### config.mk
export PLATFORM = sky130hd
export DESIGN_NAME = spc_comm_ctrl
export DESIGN_NICKNAME = d
export VERILOG_FILES = /design/src/spc_pkg.sv /design/src/spc_comm_ctrl.sv
export SDC_FILE = /design/constraint.sdc
export NUM_CORES = 1
export LEC_CHECK = 0
export ABC_CLOCK_PERIOD_IN_PS = 2800
export BUFFER_PORTS_ARGS = -buffer_cell sky130_fd_sc_hd__buf_2
export CAP_MARGIN = 20
export CORE_UTILIZATION = 35
export CTS_CLUSTER_SIZE = 12
export DETAILED_ROUTE_END_ITERATION = 6
export HOLD_SLACK_MARGIN = 0.03
export PLACE_DENSITY_LB_ADDON = 0.08
export SLEW_MARGIN = 20
export SYNTH_ARGS = -nofsm -noshare
export SYNTH_HDL_FRONTEND = slang
export SYNTH_SLANG_ARGS = --single-unit
export TNS_END_PERCENT = 20
### constraint.sdc
create_clock -name pclk -period 2.8 [get_ports pclk]
set_input_delay 0.56 -clock pclk [delete_from_list [all_inputs] [get_ports pclk]]
set_output_delay 0.56 -clock pclk [all_outputs]
set_load 0.05 [all_outputs]
### src/spc_pkg.sv
// spc_pkg: register map, field layout and packet layout of the packet controller
// assumes: one 32-bit word per register, byte addresses on an 8-bit apb address
package spc_pkg;

  // ==========================================================================
  // register byte offsets
  localparam logic [7:0] OFS_STATUS_CONFIG       = 8'h00;
  localparam logic [7:0] OFS_UNUSED_SLOT         = 8'h04;
  localparam logic [7:0] OFS_OUTGOING_PAYLOAD    = 8'h08;
  localparam logic [7:0] OFS_OUTGOING_KEY_DEST   = 8'h0C;
  localparam logic [7:0] OFS_INCOMING_PAYLOAD    = 8'h10;
  localparam logic [7:0] OFS_INCOMING_KEY_SOURCE = 8'h14;

  // ==========================================================================
  // status_config fields
  localparam int CFG_SRC_LSB   = 0;
  localparam int CFG_SRC_W     = 16;
  localparam int CFG_RXCTL_LSB = 16;
  localparam int CFG_TYPE_MC   = 25;
  localparam int CFG_TX_FULL   = 26;
  localparam int CFG_SPARE     = 27;
  localparam int CFG_PERR      = 28;
  localparam int CFG_RCVD      = 29;
  localparam int CFG_IEN       = 30;
  localparam int CFG_IST       = 31;

  localparam logic [15:0] SRC_ID_RESET = 16'h0000;

  // ==========================================================================
  // outgoing_key_dest layout for point-to-point sends
  localparam int KD_DEST_LSB = 0;
  localparam int KD_SEQ_LSB  = 16;

  // ==========================================================================
  // packet header: 40 bits, control byte in the low 8
  localparam int HDR_W        = 40;
  localparam int WORD_W       = 32;
  localparam int HDR_KEY_LSB  = 8;
  localparam int HDR_SRC_LSB  = 8;
  localparam int HDR_DEST_LSB = 24;
  localparam int ID_W         = 16;

  localparam int CB_PARITY    = 0;
  localparam int CB_SPARE     = 1;
  localparam int CB_STAMP_LSB = 2;
  localparam int CB_SEQ_LSB   = 4;
  localparam int CB_DATA      = 6;
  localparam int CB_TYPE      = 7;

  localparam logic       TYPE_MULTICAST = 1'b0;
  localparam logic       TYPE_P2P       = 1'b1;
  localparam logic [1:0] EMERG_NORMAL   = 2'h0;
  localparam logic [1:0] EMERG_COMBINED = 2'h1;
  localparam logic [1:0] EMERG_ONLY     = 2'h2;
  localparam logic [1:0] EMERG_REVERT   = 2'h3;

endpackage : spc_pkg

### src/spc_comm_ctrl.sv
// spc_comm_ctrl: per-processor packet controller, apb registers to packet network
// assumes: network ports synchronous to pclk; one send slot and one receive slot
//
// What this block does
// - two 40-bit kinds, multicast key, point-to-point address
// - optional 32-bit payload after either header
// - multicast header is key then control byte
// - point-to-point header: destination, source, control
// - bit 0 makes whole packet odd parity
// - bit 1 copies spare setting; shown on receive
// - bits 3:2 carry gray time phase at launch
// - point-to-point bits 5:4 give sequence position
// - multicast bits 5:4 hold emergency routing state, always sent as normal
// - bit 6 flags attached payload word
// - bit 7 gives kind, 1 point-to-point
// - offset 0x0 status and configuration register
// - offset 0x8 write-only outgoing payload
// - offset 0xC write-only key or destination
// - 0x14 incoming key/source, 0x10 incoming payload
// - key/destination write launches one packet
// - payload only if written since last launch
// - config bit 25 picks multicast or point-to-point
// - incoming key read-sensitive; payload valid until key read
`timescale 1ns/1ps
module spc_comm_ctrl
  import spc_pkg::*;
(
  input  wire logic              pclk,
  input  wire logic              presetn,
  input  wire logic              psel,
  input  wire logic              penable,
  input  wire logic              pwrite,
  input  wire logic [7:0]        paddr,
  input  wire logic [31:0]       pwdata,
  output logic      [31:0]       prdata,
  output logic                   pready,
  output logic                   pslverr,
  input  wire logic [1:0]        time_phase,
  output logic                   tx_valid,
  input  wire logic              tx_ready,
  output logic      [HDR_W-1:0]  tx_header,
  output logic      [WORD_W-1:0] tx_payload,
  input  wire logic              rx_valid,
  output logic                   rx_ready,
  input  wire logic [HDR_W-1:0]  rx_header,
  input  wire logic [WORD_W-1:0] rx_payload
);

  // ==========================================================================
  // state
  typedef struct packed {
    logic              pready;
    logic              pslverr;
    logic [31:0]       prdata;
    logic              rd_clear;
    logic [ID_W-1:0]   src_id;
    logic              type_mc;
    logic              spare;
    logic              ien;
    logic [WORD_W-1:0] out_word;
    logic              out_pending;
    logic              tx_valid;
    logic [HDR_W-1:0]  tx_header;
    logic [WORD_W-1:0] tx_payload;
    logic              rx_ready;
    logic              rcvd;
    logic              perr;
    logic [7:0]        rx_ctl;
    logic [WORD_W-1:0] rx_key;
    logic [WORD_W-1:0] rx_word;
  } spc_state_s;

  spc_state_s st_reg;
  spc_state_s st_next;

  // odd count of ones over header and, when flagged, the payload
  function automatic logic odd_ones(input logic [HDR_W-1:0] hdr, input logic [WORD_W-1:0] word);
    logic [WORD_W-1:0] w;
    w = hdr[CB_DATA] ? word : '0;
    return (^hdr) ^ (^w);
  endfunction

  // ==========================================================================
  // next state
  logic              setup;
  logic              access;
  logic              arrive;
  logic [HDR_W-1:0]  hdr;
  logic [31:0]       status_word;

  always_comb begin
    st_next = st_reg;
    setup   = psel & ~penable;
    access  = psel & penable & st_reg.pready;
    arrive  = rx_valid & st_reg.rx_ready;
    hdr     = '0;
    status_word = '0;
    status_word[CFG_SRC_LSB +: CFG_SRC_W] = st_reg.src_id;
    status_word[CFG_RXCTL_LSB +: 8]       = st_reg.rx_ctl;
    status_word[CFG_TYPE_MC]              = st_reg.type_mc;
    status_word[CFG_TX_FULL]              = st_reg.tx_valid;
    status_word[CFG_SPARE]                = st_reg.spare;
    status_word[CFG_PERR]                 = st_reg.perr;
    status_word[CFG_RCVD]                 = st_reg.rcvd;
    status_word[CFG_IEN]                  = st_reg.ien;
    status_word[CFG_IST]                  = st_reg.ien & st_reg.rcvd;

    // no wait state: answer prepared in setup, given in the first access cycle
    st_next.pready   = 1'b0;
    st_next.pslverr  = 1'b0;
    if (setup) begin
      st_next.pready   = 1'b1;
      st_next.prdata   = '0;
      st_next.rd_clear = 1'b0;
      if (pwrite) begin
        unique case (paddr)
          OFS_STATUS_CONFIG, OFS_OUTGOING_PAYLOAD: st_next.pslverr = 1'b0;
          // send slot busy: refuse rather than overwrite a packet in flight
          OFS_OUTGOING_KEY_DEST: st_next.pslverr = st_reg.tx_valid;
          default: st_next.pslverr = 1'b1;
        endcase
      end else begin
        unique case (paddr)
          OFS_STATUS_CONFIG:       st_next.prdata = status_word;
          OFS_INCOMING_PAYLOAD:    st_next.prdata = st_reg.rx_word;
          OFS_INCOMING_KEY_SOURCE: begin
            st_next.prdata   = st_reg.rx_key;
            // only a read that saw a packet frees the slot
            st_next.rd_clear = st_reg.rcvd;
          end
          default: st_next.pslverr = 1'b1;
        endcase
      end
    end

    // send side
    if (st_reg.tx_valid & tx_ready) begin
      st_next.tx_valid = 1'b0;
    end
    if (access & pwrite & ~st_reg.pslverr) begin
      unique case (paddr)
        OFS_STATUS_CONFIG: begin
          st_next.src_id  = pwdata[CFG_SRC_LSB +: CFG_SRC_W];
          st_next.type_mc = pwdata[CFG_TYPE_MC];
          st_next.spare   = pwdata[CFG_SPARE];
          st_next.ien     = pwdata[CFG_IEN];
        end
        OFS_OUTGOING_PAYLOAD: begin
          st_next.out_word    = pwdata;
          st_next.out_pending = 1'b1;
        end
        OFS_OUTGOING_KEY_DEST: begin
          if (st_reg.type_mc) begin
            hdr[HDR_KEY_LSB +: WORD_W] = pwdata;
            hdr[CB_SEQ_LSB +: 2]       = EMERG_NORMAL;
            hdr[CB_TYPE]               = TYPE_MULTICAST;
          end else begin
            hdr[HDR_DEST_LSB +: ID_W]  = pwdata[KD_DEST_LSB +: ID_W];
            hdr[HDR_SRC_LSB +: ID_W]   = st_reg.src_id;
            hdr[CB_SEQ_LSB +: 2]       = pwdata[KD_SEQ_LSB +: 2];
            hdr[CB_TYPE]               = TYPE_P2P;
          end
          hdr[CB_SPARE]            = st_reg.spare;
          hdr[CB_STAMP_LSB +: 2]   = time_phase;
          hdr[CB_DATA]             = st_reg.out_pending;
          hdr[CB_PARITY]           = ~odd_ones(hdr, st_reg.out_word);
          st_next.tx_header   = hdr;
          st_next.tx_payload  = st_reg.out_pending ? st_reg.out_word : '0;
          st_next.tx_valid    = 1'b1;
          st_next.out_pending = 1'b0;
        end
        default: st_next.out_pending = st_reg.out_pending;
      endcase
    end

    // receive side: slot refills only after the key is read
    if (access & ~pwrite & st_reg.rd_clear) begin
      st_next.rcvd = 1'b0;
    end
    if (arrive) begin
      st_next.rcvd   = 1'b1;
      st_next.rx_ctl = rx_header[7:0];
      st_next.perr   = ~odd_ones(rx_header, rx_payload);
      st_next.rx_word = rx_header[CB_DATA] ? rx_payload : '0;
      if (rx_header[CB_TYPE] == TYPE_MULTICAST) begin
        st_next.rx_key = rx_header[HDR_KEY_LSB +: WORD_W];
      end else begin
        st_next.rx_key = '0;
        st_next.rx_key[KD_DEST_LSB +: ID_W] = rx_header[HDR_SRC_LSB +: ID_W];
        st_next.rx_key[KD_SEQ_LSB +: 2]     = rx_header[CB_SEQ_LSB +: 2];
      end
    end
    st_next.rx_ready = ~st_next.rcvd;
  end

  // ==========================================================================
  // registers
  always_ff @(posedge pclk or negedge presetn) begin
    if (!presetn) begin
      st_reg          <= '0;
      st_reg.src_id   <= SRC_ID_RESET;
      st_reg.rx_ready <= 1'b1;
    end else begin
      st_reg <= st_next;
    end
  end

  // ==========================================================================
  // outputs
  assign prdata     = st_reg.prdata;
  assign pready     = st_reg.pready;
  assign pslverr    = st_reg.pslverr;
  assign tx_valid   = st_reg.tx_valid;
  assign tx_header  = st_reg.tx_header;
  assign tx_payload = st_reg.tx_payload;
  assign rx_ready   = st_reg.rx_ready;

endmodule // spc_comm_ctrl

==> metrics, run 1 <==
I/O Pins=between 200 and 250; biggest area consumer among synthesized cells=dfrtp_1; post-synthesis simple-gate area fraction=8.951%; starting DRC count in detailed routing=around 510; layout cells sized above 1=about 30%; Slew headroom=approximately 57%; xor and xnor area share after synthesis=approximately 11%; Mean Syn Cell Area=10.19 um^2; Max FO, Critical Path=22; starting density of the core=between 30% and 40%; row cnt=67; Area growth, synth to finish=17.44%; HP Class=input pin to flip-flop; Hold Violations, Final=0; placed cell count=between 1,500 and 2,000; Compound-Gate Fraction of Synth Area=about a tenth; largest family of logic cells by synthesized area=XOR/XNOR gates; Setup CP Type=flip-flop to flip-flop; setup repair bufs after CTS=0; Yosys top cell area share=49.05%; setup violators final=0; RSZ-0062 raised after global routing=no; initial antenna violation count=4; total track usage=around a fifth; Max-Cap Viols=0; adder-cell share of the synthesized area=0%; Cells on Worst Hold Path=2; grt ovf=0; Max VDD drop=approximately 0.0004 V; die area=~0.035 mm^2; post-route cell area=approximately 0.014 mm^2; remaining routing DRC violations=0; Worst-Skew Late Latency=roughly 550 ps; DR vias/cell=around 4.7; crit start category=flip-flop; RD Place Congestion=0.7710; Total Neg Setup Slack=0 ps; worst hold slack=about 210 ps; antenna-violating nets left=0; Required @ worst endpoint=between 3000 and 4000 ps; die width=~190 um; via count=8,292; synth top area cells=dfrtp_1, xnor2_1, mux2_2; synthesized cell area=between 0.01 and 0.015 mm^2; Data arrival, critical path=roughly 2800 ps; final worst slack=between 400 and 500 ps; Post-DP Area=0.01292 mm^2; Pre-antenna DRT Iters=6; library cells used by synthesis=33; static leakage=6.542 nW; Num Clock Sinks=235; WL/cell=~19 um; Setup WS pre-CTS=around 440 ps; mux contribution to synthesized area=approximately 11%; vias in the first global route=between 8,000 and 9,000; Syn. warnings=0; Largest register FFs=127; Tcrit/Tclk final=between 80% and 90%; PD cells=651.3 mW/mm^2; post-CTS sizing=0; Cells after Synth=roughly 1,200; worst slew pin tran=between 600 and 700 ps; Synth Register Bits=between 200 and 250; CTS max path bufs=3; clk root buf=clkbuf_16; final WL=33.01 mm; Critical Path End Type=flip-flop; FF-to-FF path depth=9; syn nets=1,293; FMAX=424.9 MHz; final net count=roughly 1,400; Tmin final=2354 ps; Slew Limit Fails=0; clk_skew=approximately 19 ps; Finished Layout Cells=between 1,500 and 2,000; status=finished, final reports clean; TritonCTS clock tree=built; total CTS buffers=29; htree depth=1; Worst-path clk slew=60 ps; Die H=~190 um; post-synthesis sequential area ratio=between 40 and 50%; Placeable Area=between 0.03 and 0.04 mm^2; largest net degree at the start of global routing=between 100 and 150; hpwl dp=between 20 and 25 mm; global-route wire length before repair=between 50 and 60 mm; IO Port Bufs=~230
==> through the flow <==
step | power [mW] | util, %
after floorplan | 4.620 | -
after global placement | 5.059 | 38.54
after detailed placement | 5.076 | 38.54
after CTS | 9.275 | 41.79
after global routing | 9.580 | 41.79
final | 9.131 | 41.81
==> worst paths after layout <==
| kind | from | to | slack (ps) |
|---|---|---|---|
| min in group asynchronous | presetn | tx_header[7]$_DFFE_PN0P_ | 560 |
| min reg2reg | tx_payload[15]$_DFFE_PN0P_ | tx_payload[15]$_DFFE_PN0P_ | 470 |
| max | st_reg[183]$_DFFE_PN0P_ | tx_header[0]$_DFFE_PN0P_ | 450 |
| min | tx_ready | tx_valid$_DFF_PN0_ | 210 |
| max in group asynchronous | presetn | tx_payload[11]$_DFFE_PN0P_ | 1420 |
| max reg2reg | st_reg[183]$_DFFE_PN0P_ | tx_header[0]$_DFFE_PN0P_ | 450 |
==> critical path, stage by stage, from the launching register on <==
cell     delay, ps
dfrtp_2        530
buf_12         240
buf_4          290
nor2_1          80
a21oi_1        160
xnor2_1        160
xnor2_1        170
xnor2_1        180
xnor3_1        340
o21ai_1        120
==> cells in the final DEF (no fill, tap or decap), drive strengths merged, types with 2 or more instances in the layout <==
cell type / instances
dfrtp: 234
o21ai: 152
a21oi: 35
clkinv: 3
nand2: 225
xnor2: 120
a222oi: 4
nand3: 2
xor2: 33
clkbuf: 44
nand2b: 18
buf: 256
bufinv: 5
a22o: 26
nor4: 2
inv: 5
nor2: 13
mux2: 79
diode: 3
mux2i: 42
==> report_power, final <==
part	switching, mW	internal [mW]	total, mW
Combinational	0.571	0.536	1.11
Clock	1.48	2.66	4.14
Sequential	0.170	3.71	3.88
==> cell usage after synthesis <==
cell	number
inv_1	5
mux2i_1	42
clkbuf_1	56
nand4b_1	1
nor3_1	1
nand2b_1	18
buf_6	1
nand2_1	225
nor3b_1	1
xor2_1	33
a32o_1	1
o21ai_0	151
nor4_1	1
nand3_1	2
dfrtp_1	234
nand4_1	1
xnor3_1	1
a21o_1	1
buf_4	105
buf_2	8
a2111oi_0	1
nor2_1	13
and3_1	1
xnor2_1	120
a311oi_1	1
a222oi_1	4
nor4_2	1
a22o_1	26
o21ai_1	1
a22oi_1	1
a21oi_1	35
mux2_2	79
dfstp_2	1
==> what timing repair did <==
action | 4_1_cts | 5_1_grt
endpoints found under the setup margin | 0 | 0
hold buffers | 1 | 0
hold endpoints to repair | 62 | 0
==> area by class of cell <==
class                   instances  area [um^2]
repair buffers                257         1459
multi-input cells             762         5012
diodes                          3        7.507
well taps                     448        560.5
clock inverters                 9        176.4
inverters                       5        18.77
clock buffers                  44        902.1
flip-flops and latches        235         5883
fillers                      3383        19510
==> metal layers <==
layer / vias up / wire, um / track usage, %
met5: - / 11 / 0
met4: 2 / 484 / 3.846
met3: 39 / 1592 / 3.536
met2: 204 / 15870 / 32.19
met1: 4009 / 15050 / 25.80
li1: 4038 / - / -
==> cell families (layout without fill, tap and decap cells) <==
logic type             after synthesis  after routing
AO/OA/AOI/OAI                      222            222
XOR/XNOR                           154            154
buffers and inverters              175            315
flip-flops                         235            235
multiplexers                       121            121
other                                0              3
AND/OR/NAND/NOR                    265            265
(Power assumes the default switching activity.)
==> inputs of run 2 (changes only) <==
Settings changed: ABC_CLOCK_PERIOD_IN_PS 2800 to 2500.
Clock period 2.8 ns to 2.5 ns, I/O delays scaled along.
==> metrics, run 2 (synthesis gave the netlist of run 1 again) <==
setup violators final=0; Worst-Skew Late Latency=around 560 ps; post-route cell area=0.01392 mm^2; Placeable Area=between 0.03 and 0.04 mm^2; initial antenna violation count=5; CP most frequent cell=xnor2_1; crit start category=flip-flop; status=finished, final reports clean; M2 GR Usage=32.10%; Num Clock Sinks=about 240; routing usage on met1=25.72%; Layout fillers=between 3,000 and 4,000; Tcrit/Tclk final=between 90% and 100%; Worst-path clk slew=roughly 60 ps; antenna-violating nets left=0; Setup WS pre-CTS=176.5 ps; final worst slack=249.0 ps; final net count=roughly 1,400; placed cell count=approximately 1,700; die area=roughly 0.035 mm^2; CP max-delay cell=dfrtp_2; Critical Path End Type=flip-flop; Hold Violations, Final=0; area occupied by multi-input gates=approximately 0.0050 mm^2; largest net degree at the start of global routing=around 140; critical path, cell by cell=mux2i_1, xnor2_1, xnor2_1, xnor2_1, xnor2_1, xnor3_1, o21ai_1; RSZ-0062 raised after global routing=no; worst hold slack=approximately 130 ps; FMAX=between 400 and 500 MHz; CTS max path bufs=3; most frequent cells in the layout=dfrtp_1, buf_2, nand2_1; DR vias/cell=4.696; Max FO, Critical Path=21; clk_skew=19.94 ps; CP peak stage delay=700 ps; via count=8,308; Setup CP Type=flip-flop to flip-flop; CP top delay family=XOR/XNOR gates; Slew Limit Fails=0; setup repair bufs after CTS=0; starting DRC count in detailed routing=407; Layout Utilization=41.50%; Post-DP Area=approximately 0.013 mm^2; clk root buf=clkbuf_16; Top Usage Layer GRT=met2; grt ovf=0; M3 GR Usage=under 10%; Required @ worst endpoint=a little under 3000 ps; Finished Layout Cells=between 1,500 and 2,000; RD Place Congestion=about 0.75; Area growth, synth to finish=16.58%; die width=roughly 190 um; post-CTS sizing=0; Tmin final=2251 ps; total track usage=about a fifth; total CTS buffers=29; Total Neg Setup Slack=0 ps; row cnt=67; hpwl dp=around 24 mm; I/O Pins=between 200 and 250; HP Class=input pin to flip-flop; Slew headroom=between 60% and 70%; remaining routing DRC violations=0; htree depth=1; Die H=186.7 um; Max VDD drop=around 0.00050 V; IO Port Bufs=approximately 230; PD cells=between 600 and 700 mW/mm^2; static leakage=6.509 nW; layout cells sized above 1=29.92%; commonest non-fill, non-tap cell in the layout=dfrtp_1; sequential cell area=0.005883 mm^2; Pre-antenna DRT Iters=4; vias in the first global route=about 8,500; CP Buf/Inv Count=0; TritonCTS clock tree=built; Data arrival, critical path=2730 ps; final WL=approximately 34 mm; worst slew pin tran=around 530 ps; Largest register FFs=127; total power=approximately 9.6 mW; global-route wire length before repair=around 52 mm; WL/cell=~19 um; Max-Cap Viols=0; starting density of the core=a little over a third
[run 2: changes by cell type in the layout (fill, tap and decap cells not counted), sizes merged]
| cell | before | now |
|---|---|---|
| bufinv | 5 | 1 |
| clkinvlp | 1 | 0 |
| clkbuf | 44 | 40 |
| diode | 3 | 4 |
| clkinv | 3 | 10 |
| inv | 5 | 6 |
| buf | 256 | 262 |
[run 2: cell type report]
| class | instances | area share, % |
|---|---|---|
| Antenna cell | 4 | 0.07192 |
| Timing Repair Buffer | 263 | 10.90 |
| Clock buffer | 40 | 5.943 |
| Clock inverter | 12 | 0.6383 |
| Inverter | 5 | 0.1349 |
| Multi-Input combinational cell | 762 | 36.02 |
| Sequential cell | 235 | 42.27 |
| Tap cell | 448 | 4.028 |
[run 2: power by group]
group          switching (mW)  internal (mW)  total, mW
Sequential              0.191           4.16       4.35
Combinational           0.641          0.605       1.25
Clock                    1.66           2.39       4.05
Total                    2.49           7.16       9.65
[run 2: path summary, 6_finish.rpt]
kind                       slack (ps)                     from                         to  depth (start not counted)
max                               250  st_reg[183]$_DFFE_PN0P_   tx_header[0]$_DFFE_PN0P_                          7
min                               130                 tx_ready         tx_valid$_DFF_PN0_                          2
max reg2reg                       250  st_reg[183]$_DFFE_PN0P_   tx_header[0]$_DFFE_PN0P_                          7
min reg2reg                       470  st_reg[200]$_DFFE_PN0P_    st_reg[200]$_DFFE_PN0P_                          2
max in group asynchronous        1180                  presetn         rx_ready$_DFF_PN1_                          3
min in group asynchronous         490                  presetn  tx_header[37]$_DFFE_PN0P_                          2
[run 2: what timing repair did]
action,4_1_cts,5_1_grt
hold endpoints to repair,53,0
endpoints found under the setup margin,0,0
hold buffers,1,0
[run 2: routing by layer]
| layer | part of all wire (%) | vias to the layer above |
|---|---|---|
| li1 | - | 4062 |
| met1 | 45 | 3995 |
| met2 | 48 | 201 |
| met3 | 5.4 | 48 |
| met4 | 1.8 | 2 |
| met5 | 0.036 | - |
[run 2: worst register-to-register path, stage by stage, from the launching register on]
cell,delay (ps)
dfrtp_2,700
mux2i_1,320
xnor2_1,180
xnor2_1,160
xnor2_1,150
xnor2_1,140
xnor3_1,400
o21ai_1,120
==> inputs of run 3 (changes only) <==
Settings changed: ABC_AREA set to 1.
==> metrics, run 3 <==
status=finished, final reports clean; Die H=197.2 um; final net count=about 2,100; most frequent cell after synthesis=nand2_1; switching fraction of total power=25.19%; WL/cell=between 15 and 20 um; total CTS buffers=30; ys async rst share=100.0%; Slew headroom=between 50% and 60%; Pre-antenna DRT Iters=5; Max FO, Critical Path=69; Worst-path clk slew=around 60 ps; CTS max path bufs=3; PD cells=roughly 610 mW/mm^2; synth top area cells=dfrtp_1, nand2_1, o21ai_0; Finished Layout Cells=2,488; post-synthesis sequential area ratio=44.11%; Setup CP Type=flip-flop to flip-flop; library cells used by synthesis=37; crit start category=flip-flop; Area growth, synth to finish=15.92%; grt ovf=0; htree depth=1; FMAX=approximately 470 MHz; TritonCTS clock tree=built; initial antenna violation count=4; remaining routing DRC violations=0; Yosys top cell area share=approximately 44%; commonest non-fill, non-tap cell in the layout=nand2_1; Clock Power Share=approximately half; Max VDD drop=approximately 0.00058 V; HP Class=input pin to flip-flop; biggest area consumer among synthesized cells=dfrtp_1; Synth Flop Type=dfrtp_1; Psw=around 2.4 mW; Num Clock Sinks=about 240; post-CTS sizing=0; setup violators final=0; via count=11,595; Post-DP Area=~0.014 mm^2; die area=just under 0.04 mm^2; global-route wire length before repair=between 60 and 70 mm; starting density of the core=35.49%; Syn. warnings=0; Mean Syn Cell Area=between 7 and 8 um^2; Tcrit/Tclk final=between 80% and 90%; Reg power frac=41.2%; Critical Path End Type=flip-flop; final WL=39.35 mm; most frequent cells after synthesis=nand2_1, dfrtp_1, o21ai_0; Internal Power=7.022 mW; row cnt=71; layout cells sized above 1=about 18%; largest net degree at the start of global routing=74; Layout Utilization=slightly above 40%; most frequent cells in the layout=nand2_1, dfrtp_1, buf_2; static leakage=8.112 nW; post-route cell area=about 0.015 mm^2; combinational group share of total power=between 10% and 20%; Total Neg Setup Slack=0 ps; clk_skew=9.730 ps; Data arrival, critical path=2580 ps; Tmin final=about 2100 ps; Cells after Synth=1,826; placed cell count=2,431; Max-Cap Viols=0; Synth Register Bits=around 240; I/O Pins=about 230; hpwl dp=29.73 mm; RSZ-0062 raised after global routing=no; synthesized cell area=0.01334 mm^2; die width=197.2 um; worst slew pin tran=652.8 ps; vias in the first global route=around 11,000; DR vias/cell=between 4 and 5; Largest register FFs=around 130; starting DRC count in detailed routing=approximately 660; EDFF count, synth=0; Worst-Skew Late Latency=roughly 560 ps; antenna-violating nets left=0; Slew Limit Fails=0; total track usage=20.68%; RD Place Congestion=roughly 0.85; Required @ worst endpoint=about 3000 ps; IO Port Bufs=roughly 230; syn nets=roughly 1,900; Placeable Area=0.03758 mm^2; clk root buf=clkbuf_16; Hold Violations, Final=0
[run 3: final cells by class]
type                       count  area [um^2]
sequential                   235         5883
multi-input combinational   1251         5708
clock inverter                12        165.2
fill                        3963        22120
antenna                        1        2.502
tap                          511        639.4
inverter                     164        615.6
clock buffer                  43        880.8
timing repair buffer         271         1564
[run 3: path summary, 6_finish.rpt]
path | startpoint | cells past startpoint | slack [ps] | endpoint
max | st_reg[183]$_DFFE_PN0P_ | 15 | 370 | tx_header[0]$_DFFE_PN0P_
min | tx_ready | 2 | 110 | tx_valid$_DFF_PN0_
max reg2reg | st_reg[183]$_DFFE_PN0P_ | 15 | 370 | tx_header[0]$_DFFE_PN0P_
min reg2reg | tx_payload[0]$_DFFE_PN0P_ | 2 | 470 | tx_payload[0]$_DFFE_PN0P_
max in group asynchronous | presetn | 3 | 1210 | rx_ready$_DFF_PN1_
min in group asynchronous | presetn | 2 | 470 | tx_payload[27]$_DFFE_PN0P_
[run 3: timing repair]
item	in CTS	in global routing
endpoints found under the hold margin	49	0
setup buffers	0	0
hold buffers	1	0
[run 3: logic make-up after synthesis]
group | Yosys count | synth area share, %
and+or+nand+nor | 902 | 26.48
buffers and inverters | 340 | 13.20
AOI/OAI and AO/OA | 292 | 12.24
DFF | 235 | 44.11
xor gates and xnor gates | 54 | 3.716
muxes | 3 | 0.2533
[run 3: worst max-delay path, stage by stage (launching register included)]
cell     delay (ps)
dfrtp_2         430
buf_12          200
o21ai_0         330
nand2_1          80
nand2_1         140
inv_1            70
nand2_1          60
nand2_1          60
nand2_1          70
nand2_1          80
nand2_1          60
nand2_1          90
nand3_1         100
nand3_1          70
nand3_1          80
nand2_1          50
[run 3: power groups by stage]
stage	Sequential [mW]	Combinational (mW)	Clock [mW]
floorplan	3.93	0.563	0
global placement	3.93	0.981	0
detailed placement	3.93	0.994	0
CTS	3.86	1.00	4.68
global route	3.86	1.13	4.83
finish	3.86	0.981	4.54
[run 3: layer usage]
| metal | vias to the layer above | GRT usage, % | routed length [um] |
|---|---|---|---|
| li1 | 5914 | - | - |
| met1 | 5350 | 27.51 | 17700 |
| met2 | 273 | 34.70 | 18720 |
| met3 | 52 | 3.585 | 2042 |
| met4 | 6 | 5.139 | 843 |
| met5 | - | 0 | 37 |
[run 3: metrics by stage]
| step | total power, mW | setup WS, ps | hold WS (ps) |
|---|---|---|---|
| floorplan | 4.493 | 576.6 | 204.4 |
| global placement | 4.911 | 301.8 | 461.8 |
| detailed placement | 4.925 | 251.5 | 468.0 |
| CTS | 9.539 | 365.0 | 85.24 |
| global route | 9.826 | 65.13 | 121.6 |
| finish | 9.385 | 374.9 | 113.0 |
